[src/dmm_pkg.sv]
// shared constants and carrier types for the dual mode multiplier
package dmm_pkg;
	localparam int WIDE_W = 18;
	localparam int NARROW_W = 9;
	localparam int PROD_W = 2 * WIDE_W;
	localparam int NPROD_W = 2 * NARROW_W;

	// wishbone register byte offsets
	localparam logic [3:0] OFS_CTRL = 4'h0;
	localparam logic [3:0] OFS_PROD_LO = 4'h4;
	localparam logic [3:0] OFS_PROD_HI = 4'h8;

	// control register field positions
	localparam int CTRL_MODE = 0;
	localparam int CTRL_REG_A = 1;
	localparam int CTRL_REG_B = 2;
	localparam int CTRL_REG_RES = 3;
	localparam int CTRL_REG_SA = 4;
	localparam int CTRL_REG_SB = 5;
	localparam int CTRL_REG_A1 = 6;
	localparam int CTRL_REG_B1 = 7;
	localparam int CTRL_REG_RES1 = 8;
	localparam int CTRL_W = 9;
	localparam logic [CTRL_W-1:0] CTRL_RESET = 9'h000;

	// product high word field positions
	localparam int HI_SIGNED0 = 8;
	localparam int HI_SIGNED1 = 9;
	localparam int HI_MODE = 10;

	// operands and sign controls as they arrive from the fabric
	typedef struct packed {
		logic [WIDE_W-1:0] a;
		logic [WIDE_W-1:0] b;
		logic sign_a;
		logic sign_b;
	} dmm_operand_t;

	// product bundle: wide, or {upper, lower} narrow pair
	typedef struct packed {
		logic [PROD_W-1:0] value;
		logic signed1;
		logic signed0;
	} dmm_product_t;
endpackage

[src/dmm_lane.sv]
// one full precision multiplier lane with per-operand sign selection
module dmm_lane #(
	parameter int W = 18
) (
	// operands
	input wire logic [W-1:0] a,
	input wire logic [W-1:0] b,
	// sign controls, high means two's complement
	input wire logic sign_a,
	input wire logic sign_b,
	// product, never truncated
	output logic [2*W-1:0] p
);
	logic signed [W:0] a_ext;
	logic signed [W:0] b_ext;
	logic signed [2*W+1:0] full;

	// one extra bit lets unsigned and signed share a signed multiplier
	assign a_ext = $signed({sign_a & a[W-1], a});
	assign b_ext = $signed({sign_b & b[W-1], b});
	assign full = a_ext * b_ext;
	// the top two bits are pure sign extension, nothing is lost
	assign p = full[2*W-1:0];
endmodule // dmm_lane

[src/dmm_core.sv]
// dual mode multiplier: one 18x18 or two 9x9, optional registers, wishbone control
module dmm_core (
	// clock and reset
	input wire logic core_clk,
	input wire logic sys_rst,
	// classic wishbone slave
	input wire logic wb_cyc_i,
	input wire logic wb_stb_i,
	input wire logic wb_we_i,
	input wire logic [3:0] wb_adr_i,
	input wire logic [3:0] wb_sel_i,
	input wire logic [31:0] wb_dat_i,
	output logic [31:0] wb_dat_o,
	output logic wb_ack_o,
	// fabric datapath
	input wire logic mul_ce,
	input wire dmm_pkg::dmm_operand_t opnd,
	output dmm_pkg::dmm_product_t prod
);
	typedef struct packed {
		logic [dmm_pkg::CTRL_W-1:0] ctrl;
		logic [dmm_pkg::WIDE_W-1:0] a_q;
		logic [dmm_pkg::WIDE_W-1:0] b_q;
		logic sa_q;
		logic sb_q;
		dmm_pkg::dmm_product_t res_q;
		dmm_pkg::dmm_product_t out;
		// bus answer, one cycle pulse
		logic ack;
		logic [31:0] rdat;
	} dmm_state_t;

	localparam int NW = dmm_pkg::NARROW_W;
	localparam int WW = dmm_pkg::WIDE_W;
	localparam int NP = dmm_pkg::NPROD_W;

	dmm_state_t st_r;
	dmm_state_t st_nxt;

	logic narrow;
	logic sel_a0;
	logic sel_a1;
	logic sel_b0;
	logic sel_b1;
	logic sel_r0;
	logic sel_r1;
	logic [WW-1:0] a_eff;
	logic [WW-1:0] b_eff;
	logic sa_eff;
	logic sb_eff;
	logic [dmm_pkg::PROD_W-1:0] p_wide;
	logic [NP-1:0] p_lo;
	logic [NP-1:0] p_hi;
	dmm_pkg::dmm_product_t p_now;
	dmm_pkg::dmm_product_t p_eff;

	// mode decides which control bits steer the upper half
	assign narrow = st_r.ctrl[dmm_pkg::CTRL_MODE];
	assign sel_a0 = st_r.ctrl[dmm_pkg::CTRL_REG_A];
	assign sel_b0 = st_r.ctrl[dmm_pkg::CTRL_REG_B];
	assign sel_r0 = st_r.ctrl[dmm_pkg::CTRL_REG_RES];
	// wide mode treats the operand as one 18 bit unit
	// narrower wide-mode operands must arrive already sign or zero extended
	assign sel_a1 = narrow ? st_r.ctrl[dmm_pkg::CTRL_REG_A1] : sel_a0;
	assign sel_b1 = narrow ? st_r.ctrl[dmm_pkg::CTRL_REG_B1] : sel_b0;
	assign sel_r1 = narrow ? st_r.ctrl[dmm_pkg::CTRL_REG_RES1] : sel_r0;

	// input register or bypass, per 9 bit section
	always_comb begin
		a_eff = opnd.a;
		b_eff = opnd.b;
		sa_eff = opnd.sign_a;
		sb_eff = opnd.sign_b;
		if (sel_a0) begin
			a_eff[NW-1:0] = st_r.a_q[NW-1:0];
		end
		if (sel_a1) begin
			a_eff[WW-1:NW] = st_r.a_q[WW-1:NW];
		end
		if (sel_b0) begin
			b_eff[NW-1:0] = st_r.b_q[NW-1:0];
		end
		if (sel_b1) begin
			b_eff[WW-1:NW] = st_r.b_q[WW-1:NW];
		end
		// each sign control has its own register select
		if (st_r.ctrl[dmm_pkg::CTRL_REG_SA]) begin
			sa_eff = st_r.sa_q;
		end
		if (st_r.ctrl[dmm_pkg::CTRL_REG_SB]) begin
			sb_eff = st_r.sb_q;
		end
	end

	dmm_lane #(.W(WW)) u_wide (
		.a(a_eff),
		.b(b_eff),
		.sign_a(sa_eff),
		.sign_b(sb_eff),
		.p(p_wide)
	);

	// both narrow lanes see the single pair of sign controls
	dmm_lane #(.W(NW)) u_lo (
		.a(a_eff[NW-1:0]),
		.b(b_eff[NW-1:0]),
		.sign_a(sa_eff),
		.sign_b(sb_eff),
		.p(p_lo)
	);

	dmm_lane #(.W(NW)) u_hi (
		.a(a_eff[WW-1:NW]),
		.b(b_eff[WW-1:NW]),
		.sign_a(sa_eff),
		.sign_b(sb_eff),
		.p(p_hi)
	);

	always_comb begin
		p_now.value = narrow ? {p_hi, p_lo} : p_wide;
		// both flags follow the same pair of effective signs
		p_now.signed0 = sa_eff | sb_eff;
		p_now.signed1 = sa_eff | sb_eff;
		p_eff = p_now;
		// lower section: 18 bits narrow, low half of the 36 bits wide
		if (sel_r0) begin
			p_eff.value[NP-1:0] = st_r.res_q.value[NP-1:0];
			p_eff.signed0 = st_r.res_q.signed0;
		end
		// upper section copies the lower select in wide mode
		if (sel_r1) begin
			p_eff.value[dmm_pkg::PROD_W-1:NP] = st_r.res_q.value[dmm_pkg::PROD_W-1:NP];
			p_eff.signed1 = st_r.res_q.signed1;
		end
	end

	always_comb begin
		logic req;
		logic wr;
		req = 1'b0;
		wr = 1'b0;
		st_nxt = st_r;

		// datapath registers all move on the one shared enable
		if (mul_ce) begin
			st_nxt.a_q = opnd.a;
			st_nxt.b_q = opnd.b;
			st_nxt.sa_q = opnd.sign_a;
			st_nxt.sb_q = opnd.sign_b;
			st_nxt.res_q = p_now;
			// boundary flop so outputs come from a register
			st_nxt.out = p_eff;
		end

		// the bus side ignores mul_ce, so control can change while the datapath sleeps
		// one wait state: ack the cycle after the request, drop it next
		req = wb_cyc_i & wb_stb_i & ~st_r.ack;
		wr = req & wb_we_i;
		st_nxt.ack = req;
		st_nxt.rdat = 32'h0000_0000;
		if (wr && wb_adr_i == dmm_pkg::OFS_CTRL) begin
			if (wb_sel_i[0]) begin
				st_nxt.ctrl[7:0] = wb_dat_i[7:0];
			end
			// bit 8 is the only control bit in the second byte lane
			if (wb_sel_i[1]) begin
				st_nxt.ctrl[dmm_pkg::CTRL_W-1:8] = wb_dat_i[dmm_pkg::CTRL_W-1:8];
			end
		end
		// unmapped offsets still ack, reading zero
		if (req && !wb_we_i) begin
			unique case (wb_adr_i)
				dmm_pkg::OFS_CTRL: begin
					st_nxt.rdat[dmm_pkg::CTRL_W-1:0] = st_r.ctrl;
				end
				dmm_pkg::OFS_PROD_LO: begin
					st_nxt.rdat = st_r.out.value[31:0];
				end
				dmm_pkg::OFS_PROD_HI: begin
					st_nxt.rdat[3:0] = st_r.out.value[dmm_pkg::PROD_W-1:32];
					st_nxt.rdat[dmm_pkg::HI_SIGNED0] = st_r.out.signed0;
					st_nxt.rdat[dmm_pkg::HI_SIGNED1] = st_r.out.signed1;
					st_nxt.rdat[dmm_pkg::HI_MODE] = narrow;
				end
				default: begin
					st_nxt.rdat = 32'h0000_0000;
				end
			endcase
		end
	end

	// the one asynchronous clear covers every register of the block
	// clear does not wait for mul_ce, so a stalled datapath still resets
	always_ff @(posedge core_clk or posedge sys_rst) begin
		if (sys_rst) begin
			st_r <= '0;
			st_r.ctrl <= dmm_pkg::CTRL_RESET;
		end else begin
			st_r <= st_nxt;
		end
	end

	assign wb_ack_o = st_r.ack;
	assign wb_dat_o = st_r.rdat;
	assign prod = st_r.out;
endmodule // dmm_core

[config.mk]
export PLATFORM = sky130hd
export DESIGN_NAME = dmm_core
export DESIGN_NICKNAME = d
export VERILOG_FILES = /design/src/dmm_pkg.sv /design/src/dmm_lane.sv /design/src/dmm_core.sv
export SDC_FILE = /design/constraint.sdc
export NUM_CORES = 2
export LEC_CHECK = 0
export BUFFER_PORTS_ARGS = -buffer_cell sky130_fd_sc_hd__buf_2
export CORE_UTILIZATION = 60
export DETAILED_ROUTE_END_ITERATION = 10
export GPL_TIMING_DRIVEN = 0
export PLACE_DENSITY = 0.79
export SLEW_MARGIN = 20
export SYNTH_ARGS = -nofsm -noshare
export SYNTH_HDL_FRONTEND = slang
export SYNTH_SLANG_ARGS = --single-unit
[constraint.sdc]
create_clock -name core_clk -period 14.2 [get_ports core_clk]
set_input_delay 0 -clock core_clk [delete_from_list [all_inputs] [get_ports core_clk]]
set_output_delay 0 -clock core_clk [all_outputs]
set_load 0.01 [all_outputs]
==> flow_summary.json <==
{
  "status": "finished, final reports clean",
  "first_pass_iters": 6,
  "synth_simple_gate_area_frac": 0.104,
  "synth_seq_cells": 155,
  "cap_violations": 0,
  "fp.dieW_um": 205,
  "core-area_um2": 40800,
  "hold_viol_final": 0,
  "num_vias": 19787,
  "io_buffers": 129,
  "tightest_slew_ps": 1180,
  "synth_fa_ha_area_frac": 0.455,
  "start_kind": "flip-flop",
  "criticalPathCategory": "reg -> reg",
  "synth_edf_count": 0,
  "crit_top_cell": "fa_1",
  "hp-class": "in -> reg",
  "rows": 74,
  "fmax_mhz": 102,
  "wl_per_cell_um": 22.4,
  "timing.final.crit_period_ps": 9780,
  "hpwl_um": 62200,
  "grt_pass1_wl_um": 116000,
  "die_y_um": 205,
  "max-clock-path-buffers": 2,
  "final.setup.tns_ps": 0,
  "syn_avg_cell_area_um2": 9.46,
  "reg2reg_slack_ps": 4420,
  "async_flop_share": 1.00,
  "cts_buffers": 17,
  "drt_iter0_drc": 1757,
  "drt-total-wl_um": 75600,
  "syn_to_final_growth_pct": 10.5,
  "yosysUniqueCellTypes": 64,
  "worst-path-buf-inv": 6,
  "min_period_over_period": 0.689,
  "synth-seq-area-share": 0.156,
  "clk_pin_slew_worst_paths_ps": 80,
  "synth-xor-area-share": 0.0268,
  "crit_path_end_kind": "flip-flop",
  "synth.area.mux_share": 0.0697,
  "cp.arrival_ps": 10160,
  "ys.flop_type": "dfrtp_1",
  "gr-usage-all-layers": 0.376,
  "critPathSlowestCell": "mux2i_1",
  "routabilityCongestion": 1.03,
  "cts_tree": "built",
  "die-area_um2": 42200,
  "rsz0062_at_grt": "no",
  "post_cts_buffers": 0,
  "grt-ovfl-total": 0,
  "synthCells": 2626,
  "critPathTopFamily": "adder cells",
  "finalSetupViolations": 0,
  "cts_sinks": 155,
  "synth_area_leader_cell": "fa_1",
  "clock_latency_ps": 470,
  "synth_compound_area_frac": 0.0717,
  "htree_levels": 4,
  "max_stage_delay_ps": 1040,
  "synth.most_common_cell": "inv_1",
  "synth_fp_nets": 3344,
  "synth_top_area_frac": 0.363,
  "postCtsHoldBufs": 54,
  "ctsResizeCount": 0,
  "drive_gt1_frac": 0.130,
  "crit_path_max_fanout": 10,
  "synth_warnings": 0,
  "grt_pass1_vias": 21027,
  "relSlewSlack": 0.193,
  "synth.area.top_cells": "fa_1 (36%), dfrtp_1 (16%), ha_1 (9.3%), inv_1 (8.3%), mux2_2 (4.5%)",
  "netlist_top_cells_count": "inv_1 (550), fa_1 (450), nand2_1 (272)",
  "nFillCells": 3218,
  "slew_violations": 0,
  "final_nets": 3548,
  "antenna_found_initial": 4,
  "worstPathRequired_ps": 14590,
  "drt.antenna.violating_nets": 0,
  "drcViolationCount": 0,
  "vias_per_cell": 5.86,
  "floorplan.initialDensity": 0.608,
  "syn_area_um2": 24800,
  "finClkSkew_ps": 20.1,
  "grt_max_degree": 81,
  "root_buffer": "clkbuf_16",
  "synth_top_family_by_area": "adder cells",
  "io_pins": 155
}
## path summary, 6_finish.rpt
kind,from,to,cells past startpoint
hold reg to reg,wb_ack_o,wb_ack_o,1
setup reg to reg,narrow,prod[35],26
setup / recovery,narrow,prod[35],26
min in group asynchronous,sys_rst,wb_dat_o[1],3
max in group asynchronous,sys_rst,st_r[146],4
hold / removal,wb_adr_i[2],wb_dat_o[10],4
## cell type report
cell class / instances / area, µm² / share of cell area
antenna: 2 / 5.00 / 0.000182
buffer: 147 / 816 / 0.0297
clock buffer: 17 / 425 / 0.0155
clock inverter: 15 / 194 / 0.00707
inverter: 552 / 2080 / 0.0758
multi-input combinational: 1772 / 18200 / 0.662
sequential: 155 / 3880 / 0.141
tap: 532 / 666 / 0.0243
timing repair buffer: 185 / 1220 / 0.0446
## placed cells by master (no fill, tap or decap), types with 25 or more instances in the layout
cell type / count
fa_1: 450
buf_2: 130
dlygate4sd3_1: 54
clkbuf_1: 64
o21ai_0: 51
mux2i_1: 34
nor2_1: 253
nand2_1: 272
nor3_1: 25
a21o_1: 28
dfrtp_1: 155
a21oi_1: 92
inv_1: 549
and2_1: 28
ha_1: 184
xnor2_1: 52
mux2_2: 100
buf_4: 70
## layer usage
| metal | vias to the layer above | part of all wire | wire length (µm) | global-route usage |
|---|---|---|---|---|
| met4 | 0 | 0.067 | 5060 | 0.224 |
| met2 | 1016 | 0.47 | 35900 | 0.612 |
| met3 | 266 | 0.096 | 7280 | 0.0776 |
| met1 | 10057 | 0.36 | 27400 | 0.464 |
| li1 | 8448 | - | - | - |
| met5 | - | 0 | 0 | 0 |
## stage by stage
stage / hold slack [ps] / setup WS [ps] / utilization / cell area [µm²] / std cells
finish: 86.8 / 4420 / 0.672 / 27400 / 3377
global placement: 234 / 4470 / 0.640 / 26200 / 3287
CTS: 62.4 / 4630 / 0.672 / 27400 / 3375
global route: 109 / 4140 / 0.672 / 27400 / 3376
floorplan: 119 / 6380 / - / 24800 / 2626
detailed placement: 116 / 4670 / 0.643 / 26300 / 3289
## kinds of logic after synthesis
group / Yosys count
xor gates and xnor gates: 73
DFF: 155
buffers and inverters: 699
AOI/OAI and AO/OA: 279
adders and majority gates: 634
and+or+nand+nor: 628
muxes: 158
## flip-flops by register name, summed over array words and instances (netlist names)
| signal | cells |
|---|---|
| st_r | 80 |
| sel_r0 | 1 |
| sel_a0 | 1 |
| wb_dat_o | 32 |
| narrow | 1 |
| prod | 38 |
| sel_b0 | 1 |
| wb_ack_o | 1 |
## tightest hold or removal path, cell delays in order
cell	delay (ps)
buf_2	120
nor2b_1	150
a22oi_1	180
nor2_1	50
Power is left out: the tool's default activity adds up to more than one toggle a clock period on the data nets, which glitch-free logic cannot reach.
